===== src/adcc_pkg.sv =====
// Constants shared by the converter control block
package adcc_pkg;
  // Register byte offsets
  localparam logic [11:0] ADDR_STS = 12'h000;
  localparam logic [11:0] ADDR_IEN = 12'h004;
  localparam logic [11:0] ADDR_CTRL = 12'h008;
  localparam logic [11:0] ADDR_CFG1 = 12'h00c;
  localparam logic [11:0] ADDR_DATA = 12'h040;
  // Control register bit positions
  localparam int CTRL_ON = 0;
  localparam int CTRL_OFF = 1;
  localparam int CTRL_START = 2;
  localparam int CTRL_STOP = 4;
  localparam int CTRL_CAL = 31;
  // Configuration register field positions
  localparam int CFG_DMA_EN = 0;
  localparam int CFG_DMA_CIRC = 1;
  localparam int CFG_SCAN_DOWN = 2;
  localparam int CFG_RES_LO = 3;
  localparam int CFG_ALIGN_LEFT = 5;
  localparam int CFG_TRG_LO = 6;
  localparam int CFG_EDGE_LO = 10;
  localparam int CFG_OVR_OVERWRITE = 12;
  localparam logic [31:0] CFG_WMASK = 32'h00001dff;
  // Status and mask bit positions
  localparam int STS_READY = 0;
  localparam int STS_EOC = 2;
  localparam int STS_OVR = 4;
  localparam logic [7:0] STS_IMPL = 8'h15;
  // Reset values
  localparam logic [31:0] CTRL_RESET = 32'h00000000;
  localparam logic [31:0] CFG1_RESET = 32'h00000000;
  // Trigger edge modes
  localparam logic [1:0] EDGE_NONE = 2'h0;
  localparam logic [1:0] EDGE_RISE = 2'h1;
  localparam logic [1:0] EDGE_FALL = 2'h2;
  localparam logic [1:0] EDGE_BOTH = 2'h3;
  // Bus responses
  localparam logic [1:0] RESP_OKAY = 2'h0;
  localparam logic [1:0] RESP_SLVERR = 2'h2;
endpackage


===== src/adcc_axil_slave.sv =====
// AXI4-Lite slave front end turning bus beats into register strobes
`timescale 1ns/1ps
`default_nettype none
module adcc_axil_slave
  import adcc_pkg::*;
#(
  parameter int ADDR_W = 12
)(
  // Clock and reset
  input wire logic aclk,
  input wire logic aresetn,
  // AXI4-Lite
  input wire logic [ADDR_W-1:0] s_awaddr,
  input wire logic s_awvalid,
  output logic s_awready,
  input wire logic [31:0] s_wdata,
  input wire logic [3:0] s_wstrb,
  input wire logic s_wvalid,
  output logic s_wready,
  output logic [1:0] s_bresp,
  output logic s_bvalid,
  input wire logic s_bready,
  input wire logic [ADDR_W-1:0] s_araddr,
  input wire logic s_arvalid,
  output logic s_arready,
  output logic [31:0] s_rdata,
  output logic [1:0] s_rresp,
  output logic s_rvalid,
  input wire logic s_rready,
  // Register side
  output logic wr_en,
  output logic [ADDR_W-1:0] wr_addr,
  output logic [31:0] wr_data,
  output logic [31:0] wr_mask,
  input wire logic wr_err,
  output logic rd_en,
  output logic [ADDR_W-1:0] rd_addr,
  input wire logic [31:0] rd_data,
  input wire logic rd_err
);
  logic aw_full_q, w_full_q, ar_full_q;
  logic take_aw, take_w, take_ar;
  logic [3:0] wstrb_q;

  assign take_aw = s_awvalid && s_awready;
  assign take_w = s_wvalid && s_wready;
  assign take_ar = s_arvalid && s_arready;
  // Address and data may arrive in either order
  assign wr_en = aw_full_q && w_full_q && !s_bvalid;
  assign rd_en = ar_full_q && !s_rvalid;
  assign wr_mask = {{8{wstrb_q[3]}}, {8{wstrb_q[2]}},
                    {8{wstrb_q[1]}}, {8{wstrb_q[0]}}};

  ////////////////////////////////////////////////////////////////////////
  always_ff @(posedge aclk)
  begin
    if (!aresetn)
    begin
      aw_full_q <= 1'b0;
      w_full_q <= 1'b0;
      s_awready <= 1'b0;
      s_wready <= 1'b0;
      wr_addr <= '0;
      wr_data <= 32'h00000000;
      wstrb_q <= 4'h0;
    end
    else
    begin
      if (take_aw)
        wr_addr <= s_awaddr;
      if (take_w)
      begin
        wr_data <= s_wdata;
        wstrb_q <= s_wstrb;
      end
      aw_full_q <= take_aw || (aw_full_q && !wr_en);
      w_full_q <= take_w || (w_full_q && !wr_en);
      s_awready <= !(take_aw || (aw_full_q && !wr_en));
      s_wready <= !(take_w || (w_full_q && !wr_en));
    end
  end

  always_ff @(posedge aclk)
  begin
    if (!aresetn)
    begin
      s_bvalid <= 1'b0;
      s_bresp <= RESP_OKAY;
    end
    else if (wr_en)
    begin
      s_bvalid <= 1'b1;
      s_bresp <= wr_err ? RESP_SLVERR : RESP_OKAY;
    end
    else if (s_bready)
      s_bvalid <= 1'b0;
  end

  ////////////////////////////////////////////////////////////////////////
  always_ff @(posedge aclk)
  begin
    if (!aresetn)
    begin
      ar_full_q <= 1'b0;
      s_arready <= 1'b0;
      rd_addr <= '0;
    end
    else
    begin
      if (take_ar)
        rd_addr <= s_araddr;
      ar_full_q <= take_ar || (ar_full_q && !rd_en);
      s_arready <= !(take_ar || (ar_full_q && !rd_en));
    end
  end

  always_ff @(posedge aclk)
  begin
    if (!aresetn)
    begin
      s_rvalid <= 1'b0;
      s_rdata <= 32'h00000000;
      s_rresp <= RESP_OKAY;
    end
    else if (rd_en)
    begin
      s_rvalid <= 1'b1;
      s_rdata <= rd_err ? 32'h00000000 : rd_data;
      s_rresp <= rd_err ? RESP_SLVERR : RESP_OKAY;
    end
    else if (s_rready)
      s_rvalid <= 1'b0;
  end
endmodule // adcc_axil_slave
`default_nettype wire


===== src/adcc_ctrl.sv =====
// Converter control, configuration, result and DMA request logic
//
// Notes on behaviour
// - On request sets only when control register is all zero; hardware clears.
// - Off request sets only when on and no start; powers converter down.
// - Start request sets only when on and no off pending; cleared at idle.
// - Stop request sets only while start active, no off pending.
// - Calibration request sets only while disabled; cleared when calibration done.
// - Config bit 1 selects single or circular DMA, only with DMA on.
// - Config bit 2 picks upward or downward channel scan order.
// - Config bits 4:3 pick 12, 10, 8 or 6 bit resolution.
// - Config bit 5 picks right or left result alignment.
// - Config bits 8:6 pick one of eight external trigger events.
// - Config bits 11:10: software start, rising, falling or both edges.
// - Config bit 12: on overrun keep old result or overwrite.
// - With DMA on, one request after each completed conversion; single mode only until the run ends.
// - Unserviced request raises overrun; no requests until flag cleared.
// - Config writes taken only while no conversion start is active.
`timescale 1ns/1ps
`default_nettype none
module adcc_ctrl
  import adcc_pkg::*;
#(
  parameter int ADDR_W = 12,
  parameter int NUM_TRG = 8
)(
  // Clock and reset
  input wire logic aclk,
  input wire logic aresetn,
  // AXI4-Lite register port
  input wire logic [ADDR_W-1:0] s_awaddr,
  input wire logic s_awvalid,
  output logic s_awready,
  input wire logic [31:0] s_wdata,
  input wire logic [3:0] s_wstrb,
  input wire logic s_wvalid,
  output logic s_wready,
  output logic [1:0] s_bresp,
  output logic s_bvalid,
  input wire logic s_bready,
  input wire logic [ADDR_W-1:0] s_araddr,
  input wire logic s_arvalid,
  output logic s_arready,
  output logic [31:0] s_rdata,
  output logic [1:0] s_rresp,
  output logic s_rvalid,
  input wire logic s_rready,
  // Analog core handshakes
  input wire logic core_ready,
  input wire logic core_off_done,
  input wire logic core_cal_done,
  input wire logic core_eoc,
  input wire logic [11:0] core_result,
  input wire logic core_idle,
  output logic core_power_on,
  output logic core_cal_run,
  output logic core_start_pulse,
  output logic core_stop_pulse,
  output logic core_scan_down,
  output logic [1:0] core_resolution,
  // External triggers
  input wire logic [NUM_TRG-1:0] ext_trig,
  // DMA request
  output logic dma_req,
  output logic dma_circular,
  input wire logic dma_ack,
  // Interrupt
  output logic irq
);
  generate
    if (ADDR_W < 7 || ADDR_W > 32)
    begin : g_bad_addr
      $error("adcc_ctrl: ADDR_W must be 7 to 32");
    end
    if (NUM_TRG != 8)
    begin : g_bad_trg
      $error("adcc_ctrl: trigger field holds exactly eight events");
    end
  endgenerate

  logic wr_en, rd_en, wr_err, rd_err, trig_hit;
  logic [ADDR_W-1:0] wr_addr, rd_addr;
  logic [31:0] wr_data, wr_mask, rd_data, wset;
  logic [31:0] ctrl_q, cfg_q;
  logic [7:0] sts_q, ien_q, sts_set;
  logic [15:0] data_q;
  logic data_pend_q, dma_armed_q, ovr_now;
  logic wr_ctrl, wr_cfg, wr_sts, wr_ien, rd_data_reg;
  logic on_set, off_set, start_set, stop_set, cal_set;
  logic [1:0] res_sel;
  logic [11:0] res_masked;

  adcc_axil_slave #(
    .ADDR_W(ADDR_W)
  ) u_bus (
    .aclk(aclk),
    .aresetn(aresetn),
    .s_awaddr(s_awaddr),
    .s_awvalid(s_awvalid),
    .s_awready(s_awready),
    .s_wdata(s_wdata),
    .s_wstrb(s_wstrb),
    .s_wvalid(s_wvalid),
    .s_wready(s_wready),
    .s_bresp(s_bresp),
    .s_bvalid(s_bvalid),
    .s_bready(s_bready),
    .s_araddr(s_araddr),
    .s_arvalid(s_arvalid),
    .s_arready(s_arready),
    .s_rdata(s_rdata),
    .s_rresp(s_rresp),
    .s_rvalid(s_rvalid),
    .s_rready(s_rready),
    .wr_en(wr_en),
    .wr_addr(wr_addr),
    .wr_data(wr_data),
    .wr_mask(wr_mask),
    .wr_err(wr_err),
    .rd_en(rd_en),
    .rd_addr(rd_addr),
    .rd_data(rd_data),
    .rd_err(rd_err)
  );

  adcc_trig_detect #(
    .NUM_TRG(NUM_TRG)
  ) u_trig (
    .aclk(aclk),
    .aresetn(aresetn),
    .ext_trig(ext_trig),
    .trigger_source_select(cfg_q[CFG_TRG_LO +: 3]),
    .trigger_edge_select(cfg_q[CFG_EDGE_LO +: 2]),
    .trig_hit(trig_hit)
  );

  ////////////////////////////////////////////////////////////////////////
  // Address decode
  assign wset = wr_data & wr_mask;
  assign wr_ctrl = wr_en && wr_addr == ADDR_W'(ADDR_CTRL);
  assign wr_cfg = wr_en && wr_addr == ADDR_W'(ADDR_CFG1);
  assign wr_sts = wr_en && wr_addr == ADDR_W'(ADDR_STS);
  assign wr_ien = wr_en && wr_addr == ADDR_W'(ADDR_IEN);
  assign wr_err = !(wr_ctrl || wr_cfg || wr_sts || wr_ien ||
                    wr_addr == ADDR_W'(ADDR_DATA));
  assign rd_data_reg = rd_en && rd_addr == ADDR_W'(ADDR_DATA);

  always_comb
  begin
    rd_err = 1'b0;
    case (rd_addr)
      ADDR_W'(ADDR_STS): rd_data = {24'h000000, sts_q};
      ADDR_W'(ADDR_IEN): rd_data = {24'h000000, ien_q};
      ADDR_W'(ADDR_CTRL): rd_data = ctrl_q;
      ADDR_W'(ADDR_CFG1): rd_data = cfg_q;
      ADDR_W'(ADDR_DATA): rd_data = {16'h0000, data_q};
      default:
      begin
        rd_data = 32'h00000000;
        rd_err = 1'b1;
      end
    endcase
  end

  ////////////////////////////////////////////////////////////////////////
  // Request preconditions, judged on the value before this write
  assign on_set = wset[CTRL_ON] && ctrl_q == 32'h00000000;
  assign off_set = wset[CTRL_OFF] && ctrl_q[CTRL_ON] &&
                   !ctrl_q[CTRL_START];
  assign start_set = wset[CTRL_START] && ctrl_q[CTRL_ON] &&
                     !ctrl_q[CTRL_OFF];
  assign stop_set = wset[CTRL_STOP] && ctrl_q[CTRL_START] &&
                    !ctrl_q[CTRL_OFF];
  assign cal_set = wset[CTRL_CAL] && !ctrl_q[CTRL_ON];

  // Hardware clears first so a software set in the same cycle wins
  always_ff @(posedge aclk)
  begin
    if (!aresetn)
      ctrl_q <= CTRL_RESET;
    else
    begin
      if (core_off_done)
      begin
        ctrl_q[CTRL_ON] <= 1'b0;
        ctrl_q[CTRL_OFF] <= 1'b0;
      end
      if (core_idle)
      begin
        ctrl_q[CTRL_START] <= 1'b0;
        ctrl_q[CTRL_STOP] <= 1'b0;
      end
      if (core_cal_done)
        ctrl_q[CTRL_CAL] <= 1'b0;
      if (wr_ctrl)
      begin
        if (on_set)
          ctrl_q[CTRL_ON] <= 1'b1;
        if (off_set)
          ctrl_q[CTRL_OFF] <= 1'b1;
        if (start_set)
          ctrl_q[CTRL_START] <= 1'b1;
        if (stop_set)
          ctrl_q[CTRL_STOP] <= 1'b1;
        if (cal_set)
          ctrl_q[CTRL_CAL] <= 1'b1;
      end
    end
  end

  // Start goes out at once in software mode, else on each trigger edge
  always_ff @(posedge aclk)
  begin
    if (!aresetn)
    begin
      core_start_pulse <= 1'b0;
      core_stop_pulse <= 1'b0;
      core_power_on <= 1'b0;
      core_cal_run <= 1'b0;
    end
    else
    begin
      core_start_pulse <= (wr_ctrl && start_set &&
                           cfg_q[CFG_EDGE_LO +: 2] == EDGE_NONE) ||
                          (ctrl_q[CTRL_START] && !ctrl_q[CTRL_STOP] &&
                           trig_hit);
      core_stop_pulse <= wr_ctrl && stop_set;
      core_power_on <= ctrl_q[CTRL_ON] && !ctrl_q[CTRL_OFF];
      core_cal_run <= ctrl_q[CTRL_CAL];
    end
  end

  ////////////////////////////////////////////////////////////////////////
  // Configuration; refused while a start is active
  always_ff @(posedge aclk)
  begin
    if (!aresetn)
      cfg_q <= CFG1_RESET;
    else if (wr_cfg && !ctrl_q[CTRL_START])
      cfg_q <= (wr_data & wr_mask & CFG_WMASK) |
               (cfg_q & ~wr_mask);
  end

  always_ff @(posedge aclk)
  begin
    if (!aresetn)
    begin
      core_scan_down <= 1'b0;
      core_resolution <= 2'h0;
      dma_circular <= 1'b0;
    end
    else
    begin
      core_scan_down <= cfg_q[CFG_SCAN_DOWN];
      core_resolution <= cfg_q[CFG_RES_LO +: 2];
      dma_circular <= cfg_q[CFG_DMA_EN] && cfg_q[CFG_DMA_CIRC];
    end
  end

  ////////////////////////////////////////////////////////////////////////
  // Result formatting and overrun
  assign res_sel = cfg_q[CFG_RES_LO +: 2];
  assign res_masked = core_result & (12'hfff >> {res_sel, 1'b0});
  assign ovr_now = core_eoc && (data_pend_q || dma_req);

  always_ff @(posedge aclk)
  begin
    if (!aresetn)
      data_q <= 16'h0000;
    else if (core_eoc && (!ovr_now || cfg_q[CFG_OVR_OVERWRITE]))
    begin
      if (cfg_q[CFG_ALIGN_LEFT])
        data_q <= {res_masked, 4'h0} << {res_sel, 1'b0};
      else
        data_q <= {4'h0, res_masked};
    end
  end

  // New result wins over a read or acknowledge in the same cycle
  always_ff @(posedge aclk)
  begin
    if (!aresetn)
      data_pend_q <= 1'b0;
    else if (core_eoc)
      data_pend_q <= 1'b1;
    else if (rd_data_reg || dma_ack)
      data_pend_q <= 1'b0;
  end

  ////////////////////////////////////////////////////////////////////////
  // DMA requests; single mode stops after one run until re-enabled
  always_ff @(posedge aclk)
  begin
    if (!aresetn)
      dma_armed_q <= 1'b0;
    else if (wr_cfg && !ctrl_q[CTRL_START])
      dma_armed_q <= wset[CFG_DMA_EN];
    else if (core_idle && !cfg_q[CFG_DMA_CIRC])
      dma_armed_q <= 1'b0;
  end

  // An overrun withdraws the request, its data may be gone
  always_ff @(posedge aclk)
  begin
    if (!aresetn)
      dma_req <= 1'b0;
    else if (ovr_now || !cfg_q[CFG_DMA_EN])
      dma_req <= 1'b0;
    else if (core_eoc && dma_armed_q && !sts_q[STS_OVR])
      dma_req <= 1'b1;
    else if (dma_ack)
      dma_req <= 1'b0;
  end

  ////////////////////////////////////////////////////////////////////////
  // Sticky status, write one to clear, set wins
  always_comb
  begin
    sts_set = 8'h00;
    sts_set[STS_READY] = core_ready;
    sts_set[STS_EOC] = core_eoc;
    sts_set[STS_OVR] = ovr_now;
  end

  genvar gi;
  generate
    for (gi = 0; gi < 8; gi++)
    begin : g_sts
      always_ff @(posedge aclk)
      begin
        if (!aresetn)
          sts_q[gi] <= 1'b0;
        else if (!STS_IMPL[gi])
          sts_q[gi] <= 1'b0;
        else if (sts_set[gi])
          sts_q[gi] <= 1'b1;
        else if (wr_sts && wset[gi])
          sts_q[gi] <= 1'b0;
      end
    end
  endgenerate

  always_ff @(posedge aclk)
  begin
    if (!aresetn)
      ien_q <= 8'h00;
    else if (wr_ien)
      ien_q <= (wr_data[7:0] & wr_mask[7:0] & STS_IMPL) |
               (ien_q & ~wr_mask[7:0]);
  end

  always_ff @(posedge aclk)
  begin
    if (!aresetn)
      irq <= 1'b0;
    else
      irq <= |(sts_q & ien_q);
  end
endmodule // adcc_ctrl
`default_nettype wire


===== src/adcc_trig_detect.sv =====
// External trigger source selection and edge detection
`timescale 1ns/1ps
`default_nettype none
module adcc_trig_detect
  import adcc_pkg::*;
#(
  parameter int NUM_TRG = 8
)(
  // Clock and reset
  input wire logic aclk,
  input wire logic aresetn,
  // Trigger inputs and selection
  input wire logic [NUM_TRG-1:0] ext_trig,
  input wire logic [$clog2(NUM_TRG)-1:0] trigger_source_select,
  input wire logic [1:0] trigger_edge_select,
  // Detected edge, one cycle
  output logic trig_hit
);
  logic sel_now, sel_prev_q;

  assign sel_now = ext_trig[trigger_source_select];

  // Source change may fake one edge; config only changes while idle
  always_ff @(posedge aclk)
  begin
    if (!aresetn)
      sel_prev_q <= 1'b0;
    else
      sel_prev_q <= sel_now;
  end

  always_comb
  begin
    case (trigger_edge_select)
      EDGE_RISE: trig_hit = sel_now && !sel_prev_q;
      EDGE_FALL: trig_hit = !sel_now && sel_prev_q;
      EDGE_BOTH: trig_hit = sel_now ^ sel_prev_q;
      default: trig_hit = 1'b0;
    endcase
  end
endmodule // adcc_trig_detect
`default_nettype wire


===== config.mk =====
export PLATFORM = sky130hd
export DESIGN_NAME = adcc_ctrl
export DESIGN_NICKNAME = d
export VERILOG_FILES = /design/src/adcc_pkg.sv /design/src/adcc_axil_slave.sv /design/src/adcc_ctrl.sv /design/src/adcc_trig_detect.sv
export SDC_FILE = /design/constraint.sdc
export NUM_CORES = 1
export LEC_CHECK = 0
export BUFFER_PORTS_ARGS = -buffer_cell sky130_fd_sc_hd__buf_4
export CELL_PAD_IN_SITES_DETAIL_PLACEMENT = 1
export CELL_PAD_IN_SITES_GLOBAL_PLACEMENT = 1
export CORE_UTILIZATION = 41
export CTS_CLUSTER_DIAMETER = 30
export CTS_CLUSTER_SIZE = 12
export DETAILED_ROUTE_END_ITERATION = 7
export HOLD_SLACK_MARGIN = 0.1
export PLACE_DENSITY_LB_ADDON = 0.15
export SYNTH_ARGS = -nofsm -noshare
export SYNTH_HDL_FRONTEND = slang
export SYNTH_SLANG_ARGS = --single-unit

===== constraint.sdc =====
create_clock -name aclk -period 2.4 [get_ports aclk]
set_clock_uncertainty 0.15 [all_clocks]
set_input_delay 0.72 -clock aclk [delete_from_list [all_inputs] [get_ports aclk]]
set_output_delay 0.72 -clock aclk [all_outputs]
set_load 0.01 [all_outputs]

# == Word-level counts from Yosys, hierarchy flattened ==
# Cells that the tools add are included.
# totals
output_inout_bits,51
input_bits,93
word_cells,180
reg_bits,181
# op_classes
reduce_logical,84
shifts,2
eq_ne,11
mux,36
magnitude_cmp,1
bitwise_logic,12
# op_table
op,count
$pmux 32 s5,1
$and 32x32->32,2
$eq 12x4->1 const B,4
$logic_and 1x1->1,40
$logic_not 32->1,1
$mux 32,1
$not 32->32,1
$or 13x32->32,1
$mux 1,27
$eq 12x3->1 const B,2
$eq 12x7->1 const B,2
$logic_not 12->1,2
$logic_not 1->1,17
$mux 16,1
$reduce_bool 2->1,8
$shl 16x3->16,1
$and 12x12->12,1
$logic_or 1x1->1,12
$shr 12x3->12 const A,1
$and 5x8->8,1
$and 8x8->8,1
$not 8->8,1
$or 5x8->8,1
$reduce_or 8->1,1
other kinds (13),16

# == Depth between registers and ports, before layout ==
# Gate-level depths: netlist (run 1).
# depth
word_depth,8
ltp_mapped,8
depth_no_buf,8

# == Modules after synthesis ==
# A second synthesis (run 1) with hierarchy kept.
# hier_totals
cells_unflattened,943
hier_area_um2,7987.7
# by_module_without_submodules
module,instances,seq_area_each_um2,cells_per_inst,area_each_um2
adcc_axil_slave,1,2042.0,472,4142.7
adcc_ctrl,1,1521.5,453,3682.3
adcc_trig_detect,1,20.0,18,162.7

# == Worst setup path after synthesis (run 1) ==
# Ideal clock, no wire load.
# synth_timing
path_type,input to register
startpoint,in ext_trig[7]
endpoint,reg core_start_pulse
arrival_time_ns,1.946
n_path_buf,0
setup_time_ns,0.122
required_ns,2.128
path_stages,7
setup_slack_ns,0.182
path_cell_list,mux4_2 mux2i_1 inv_1 ha_1 o22ai_1 a31oi_1 a21oi_1
# synth_via
elab_chain_len,7
word_cells_on_any_way,9
cone_classes,mux (3); bitwise (1); reduce/logical (5)
# synth_lines
item,line_no,rtl
start: declaration,adcc_ctrl.sv:62,"input wire logic [NUM_TRG-1:0] ext_trig,"
$bmux 1 s3 (*),adcc_trig_detect.sv:21,assign sel_now = ext_trig[trigger_source_select];
$mux 1 (implied by the code) (*),adcc_trig_detect.sv:21,
net u_trig.sel_now,adcc_trig_detect.sv:19,"logic sel_now, sel_prev_q;"
$logic_not 1->1,adcc_trig_detect.sv:36,EDGE_FALL: trig_hit = !sel_now && sel_prev_q;
$logic_and 1x1->1,adcc_trig_detect.sv:36,
$pmux 1 s3 (*),adcc_trig_detect.sv:34,case (trigger_edge_select)
$logic_and 1x1->1 (*),adcc_ctrl.sv:225,(ctrl_q[CTRL_START] && !ctrl_q[CTRL_STOP] &&
$logic_or 1x1->1 (*),adcc_ctrl.sv:224,cfg_q[CFG_EDGE_LO +: 2] == EDGE_NONE) ||
end signal: assignment,adcc_ctrl.sv:223,core_start_pulse <= (wr_ctrl && start_set &&
end: declaration,adcc_ctrl.sv:57,"output logic core_start_pulse,"
# The timed path passes the listed nets; every way through them passes the cells marked *. The select of a mux whose other input is x is not followed.
# A chain may end at the register's enable or synchronous reset.

==> results of run 1 <==
==> sequential cells by signal, summed over array words and instances (netlist names), 2 cells and up, named ones only <==
name,count
core_resolution,2
ctrl_q,5
u_bus.wr_addr,12
cfg_q,20
u_bus.wr_data,13
data_q,16
u_bus.wstrb_q,4
u_bus.rd_addr,12
sts_q,3
u_bus.s_rdata,32
ien_q,5
==> per-stage QoR <==
step                hold WS, ps  power [mW]  instance area, µm²  TNS [ps]
floorplan                   256        3.09                6580         0
global placement            266        3.29                7670     -49.6
detailed placement          283        3.31                7670      -144
CTS                         290        6.24                8320         0
global route                307        6.42                8320         0
finish                      281        6.21                8320         0
==> where the power goes <==
group / switching (mW) / internal, mW / total [mW] / leakage, nW
logic: 0.250 / 0.218 / 0.468 / 1.79
registers: 0.0547 / 2.73 / 2.78 / 1.30
clock network: 1.06 / 1.89 / 2.96 / 0.309
total: 1.37 / 4.84 / 6.21 / 3.39
==> final timing paths <==
check / start / endpoint / slack [ps] / cells after the start
worst max-delay path: register / core_start_pulse / 140 / 7
worst min-delay path: cfg_q[31] / cfg_q[31] / 280 / 2
worst max register to register: register / core_start_pulse / 140 / 7
worst min register to register: cfg_q[31] / cfg_q[31] / 280 / 2
==> kinds of logic after synthesis <==
group	after synthesis
AO/OA/AOI/OAI	151
adder cells (fa/ha/maj)	2
buffers and inverters	63
flip-flops	160
multiplexers	37
other	1
AND/OR/NAND/NOR	313
==> cell type report <==
type	instances	area share
multi-input cells	505	0.371
flip-flops and latches	160	0.385
repair buffers	141	0.129
well taps	211	0.0317
inverters	12	0.00542
clock buffers	21	0.0554
clock inverters	10	0.0221
==> cell usage after synthesis (3+ instances only) <==
| cell | instances |
|---|---|
| nand2b_1 | 11 |
| a21oi_1 | 26 |
| mux4_2 | 10 |
| nand3_1 | 32 |
| nand3b_1 | 11 |
| and3_1 | 13 |
| o21ai_0 | 38 |
| nand2_1 | 147 |
| a311oi_1 | 3 |
| a221oi_1 | 10 |
| nand4_1 | 6 |
| buf_4 | 3 |
| a21boi_0 | 46 |
| o21ai_2 | 10 |
| dfxtp_1 | 160 |
| clkbuf_1 | 36 |
| a31oi_1 | 4 |
| nor3_1 | 8 |
| nor2_1 | 47 |
| and2_1 | 7 |
| inv_1 | 11 |
| nor2b_1 | 9 |
| buf_2 | 4 |
| mux2i_1 | 26 |
==> critical path, cell delays in order (launching register included) <==
cell and delay (ps):
dfxtp_1 440, mux4_2 530, mux2i_1 280, inv_1 90, ha_1 290, o22ai_1 130
a31oi_1 100, a21oi_1 160
==> layer usage <==
layer	GRT usage	part of all wire	wire length, µm
met3	0.0428	0.035	632
met4	0.0768	0.015	261
met1	0.282	0.44	7980
met5	0	0	0
met2	0.409	0.51	9060
==> flow_summary.toml, run 1 <==
[synthesis]
synth_area_per_cell_um2 = 9.05
yosysUniqueCellTypes = 62
ys_top_cells_by_area = "dfxtp_1 49%, nand2_1 8.4%, a21boi_0 5.2%"
yosys.area_share.adder = 0.00380
ys_seq_area_frac = 0.487
async_reset_ff_frac = 0
synth_seq_cells = 160
yosys_warnings = 0
synth_edf_count = 0
synth.top_cell.area_share = 0.487
synth_top_family_by_area = "simple AND/OR/NAND/NOR gates"
synth_mux_area_frac = 0.0755
yosys.area_share.simple = 0.235
synth_xor_area_frac = 0
synth-main-ff-cell = "dfxtp_1"
synth_area_leader_cell = "dfxtp_1"
synthesis.area_um2 = 6580
netlist_instances = 727
synth_compound_area_frac = 0.154

[sta]
finalCritPeriodShare = 0.941
fin_crit_ps = 2260
max_freq_mhz = 443
slew_viol_final = 0
maxSlewHeadroom = 0.521
worstMarginPinSlew_ps = 718
rsz0062_at_grt = "no"
setup_viol = 0
hold_violations = 0
setup_ws_ps = 141

[worst_setup_path]
critPathMaxFanout = 4
required_ps = 2590
cp-end-kind = "register"
cp-start-kind = "register"
worstPathArrival_ps = 2450
crit_type = "register to register"

[layout]
seqCellArea_um2 = 3200
syn2layout_area_growth_pct = 26.4
final_cell_mix = "160 x dfxtp_1, 147 x nand2_1, 140 x buf_4"
antenna_cells = 0
drive_above_1_share = 0.239
mostFrequentLayoutCell = "dfxtp_1"
multi_input_area_um2 = 3090
utilization = 0.539
final_cells = 1060
nFillCells = 1811
finalNetCount = 932

[floorplan]
die_h_um = 129
start_util = 0.427
row_count = 45
dieArea_um2 = 16600
io_pins = 144
die_w_um = 129
core-area_um2 = 15400

[route]
ant_nets = 0
drcViolationCount = 0
wl_per_cell_um = 16.9
drt-initial-drc-count = 288
wirelength_um = 17900
dr.pass1.iters = 4
viasPerCell = 5.29
vias = 5612

[clock_tree]
clkLatencyLatePin_ps = 420
numCtsBuffers = 17
clk_pin_slew_ps = 60
clockRootBuffer = "clkbuf_16"
h-tree-depth = 4
ctsResizeCount = 0
clk_path_buf_depth = 2
cts.sinks = 160
post-cts-setup-buffers = 0
cts_tree = "built"
postCtsHoldBufs = 0

[placement]
dp.cells = 1029
dp_hpwl_um = 12800
gp_congestion = 0.803
numPortBuffers = 122
place_ws_ps = -144

[pwr]
peakVddDrop_v = 0.000520
power_density_nw_per_um2 = 746
leakagePower_nw = 3.39

[grt]
antenna_found_initial = 0
grt_max_degree = 110
overflow = 0
track_usage = 0.231
grt_pass1_wl_um = 29600
first_global_vias = 5862

[run_status]
status = "complete, no violations"

[hold_path]
min_path_type = "register to register"

[run]
max-cap-violations = 0
(Power assumes the default switching activity.)
==> run 2, diff against run 1 <==
--- a/config.mk
+++ b/config.mk
@@ -8,7 +8,7 @@
 export BUFFER_PORTS_ARGS = -buffer_cell sky130_fd_sc_hd__buf_4
 export CELL_PAD_IN_SITES_DETAIL_PLACEMENT = 1
 export CELL_PAD_IN_SITES_GLOBAL_PLACEMENT = 1
-export CORE_UTILIZATION = 41
+export CORE_UTILIZATION = 44
 export CTS_CLUSTER_DIAMETER = 30
 export CTS_CLUSTER_SIZE = 12
 export DETAILED_ROUTE_END_ITERATION = 7
==> constraint.sdc (replaced) <==
create_clock -name aclk -period 2.6 [get_ports aclk]
set_clock_uncertainty 0.15 [all_clocks]
set_input_delay 0.78 -clock aclk [delete_from_list [all_inputs] [get_ports aclk]]
set_output_delay 0.78 -clock aclk [all_outputs]
set_load 0.01 [all_outputs]
==> run 2 against run 1 <==
Compared with the run above: fmax shrank 3.3%; worst setup slack better by 120 ps; largest power group unchanged; critical path type unchanged; flip-flop and latch count unchanged.
==> flow_summary.toml, run 2 (synthesis gave the netlist of run 1 again) <==
[layout]
mostFrequentLayoutCell = "dfxtp_1"
regMostFlops = "u_bus.s_rdata"
final_cell_mix = "160 x dfxtp_1, 147 x nand2_1, 132 x buf_4"
largest_reg_flops = 32
drive_above_1_share = 0.232
multi_input_area_um2 = 3090
finalNetCount = 924
largestRegisters = "u_bus.s_rdata x32, cfg_q x20, data_q x16"
antenna_cells = 0
seqCellArea_um2 = 3200
nFillCells = 1676
syn2layout_area_growth_pct = 24.6

[floorplan]
dieArea_um2 = 15400
row_count = 44
core-area_um2 = 14600
io_pins = 144
die_h_um = 124
die_w_um = 124
start_util = 0.451

[worst_setup_path]
rr_startpoint = "u_bus.rd_addr[2]"
rrSetupSlack_ps = 260
crit_type = "register to register"
critPathMaxFanout = 15
worstPathArrival_ps = 2520
cp-end-kind = "register"
cp-start-kind = "register"
r2r_end = "u_bus.s_rdata[18]"
required_ps = 2790
reg2reg_depth = 4

[pwr]
leakagePower_nw = 3.35
peakVddDrop_v = 0.000461
power_density_nw_per_um2 = 684

[sta]
whs_ps = 288
finalCritPeriodShare = 0.898
setup_ws_ps = 265
slew_viol_final = 0
tns_ps = 0
maxSlewHeadroom = 0.428
setup_viol = 0
worstMarginPinSlew_ps = 856
hold_violations = 0
max_freq_mhz = 428
fin_crit_ps = 2340
rsz0062_at_grt = "no"

[clock_tree]
h-tree-depth = 4
clockRootBuffer = "clkbuf_16"
postCtsHoldBufs = 0
clk_pin_slew_ps = 60
clkLatencyLatePin_ps = 430
post-cts-setup-buffers = 0
clk_path_buf_depth = 2
cts.sinks = 160
ctsResizeCount = 0
numCtsBuffers = 17
cts_tree = "built"

[placement]
dp_hpwl_um = 12500
place_ws_ps = -10.0
gp_congestion = 0.818
numPortBuffers = 122

[route]
viasPerCell = 5.47
dr.pass1.iters = 4
wl_per_cell_um = 17.6
ant_nets = 0
wirelength_um = 18000
drcViolationCount = 0
drt-initial-drc-count = 256
vias = 5606

[hold_path]
min_delay_worst_endpoint = "cfg_q[31]"
holdPathStages = 2
hold_start = "cfg_q[31]"
min_path_type = "register to register"

[grt]
track_usage = 0.239
antenna_found_initial = 0
grt_pass1_wl_um = 29400
first_global_vias = 5839
grt_max_degree = 160
overflow = 0

[run]
max-cap-violations = 0

[run_status]
status = "complete, no violations"
run 2: cell count changes in the layout (fill, tap and decap cells not counted), sizes merged:
cell / change
buf: -8
bufinv: -2
clkbuf: +4
clkinv: -1
clkinvlp: -2
run 2: area by class of cell:
type / count / share of cell area
Timing Repair Buffer: 133 / 0.123
Clock buffer: 25 / 0.0629
Inverter: 12 / 0.00549
Sequential cell: 160 / 0.391
Multi-Input combinational cell: 505 / 0.377
Clock inverter: 5 / 0.0122
Tap cell: 184 / 0.0281
run 2: through the flow:
stage                     std cells  total power, mW  utilization  instance area (µm²)
final                          1024             5.61        0.562                 8200
after global routing           1024             5.79        0.562                 8200
after CTS                      1024             5.65        0.562                 8190
after detailed placement        994             3.05        0.519                 7580
after global placement          994             3.03        0.519                 7580
after floorplan                 728             2.86            -                 6580
run 2: worst max-delay path, stage by stage, from the launching register on:
cell and delay, ps:
dfxtp_1 700, nand3b_1 250, nor4_2 310, nand2_1 490, o21ai_0 330
run 2: routing by layer:
metal | vias up | track usage | routed length (µm) | share of wire
met4 | 0 | 0.0921 | 383 | 0.021
met2 | 116 | 0.429 | 9290 | 0.52
li1 | 2733 | - | - | -
met1 | 2727 | 0.285 | 7800 | 0.43
met5 | - | 0 | 0 | 0
met3 | 30 | 0.0369 | 552 | 0.031
run 2: worst max-delay path by stage:
| stage | start | to | slack, ps |
|---|---|---|---|
| 6_report | u_bus.rd_addr[2] | u_bus.s_rdata[18] | 260 |
| 5_1_grt | u_bus.rd_addr[2] | u_bus.s_rdata[20] | 60 |
| 4_1_cts | u_bus.wr_addr[3] | register | 190 |
| 3_5_place_dp | ext_trig[7] | core_start_pulse | -10 |
| 3_3_place_gp | ext_trig[7] | core_start_pulse | 90 |
| 2_1_floorplan | ext_trig[7] | core_start_pulse | 320 |
run 2: power breakdown:
part           switching [mW]  total, mW  internal (mW)
clock network           0.956       2.61           1.65
registers              0.0548       2.57           2.52
logic                   0.229      0.428          0.199
total                    1.24       5.61           4.37
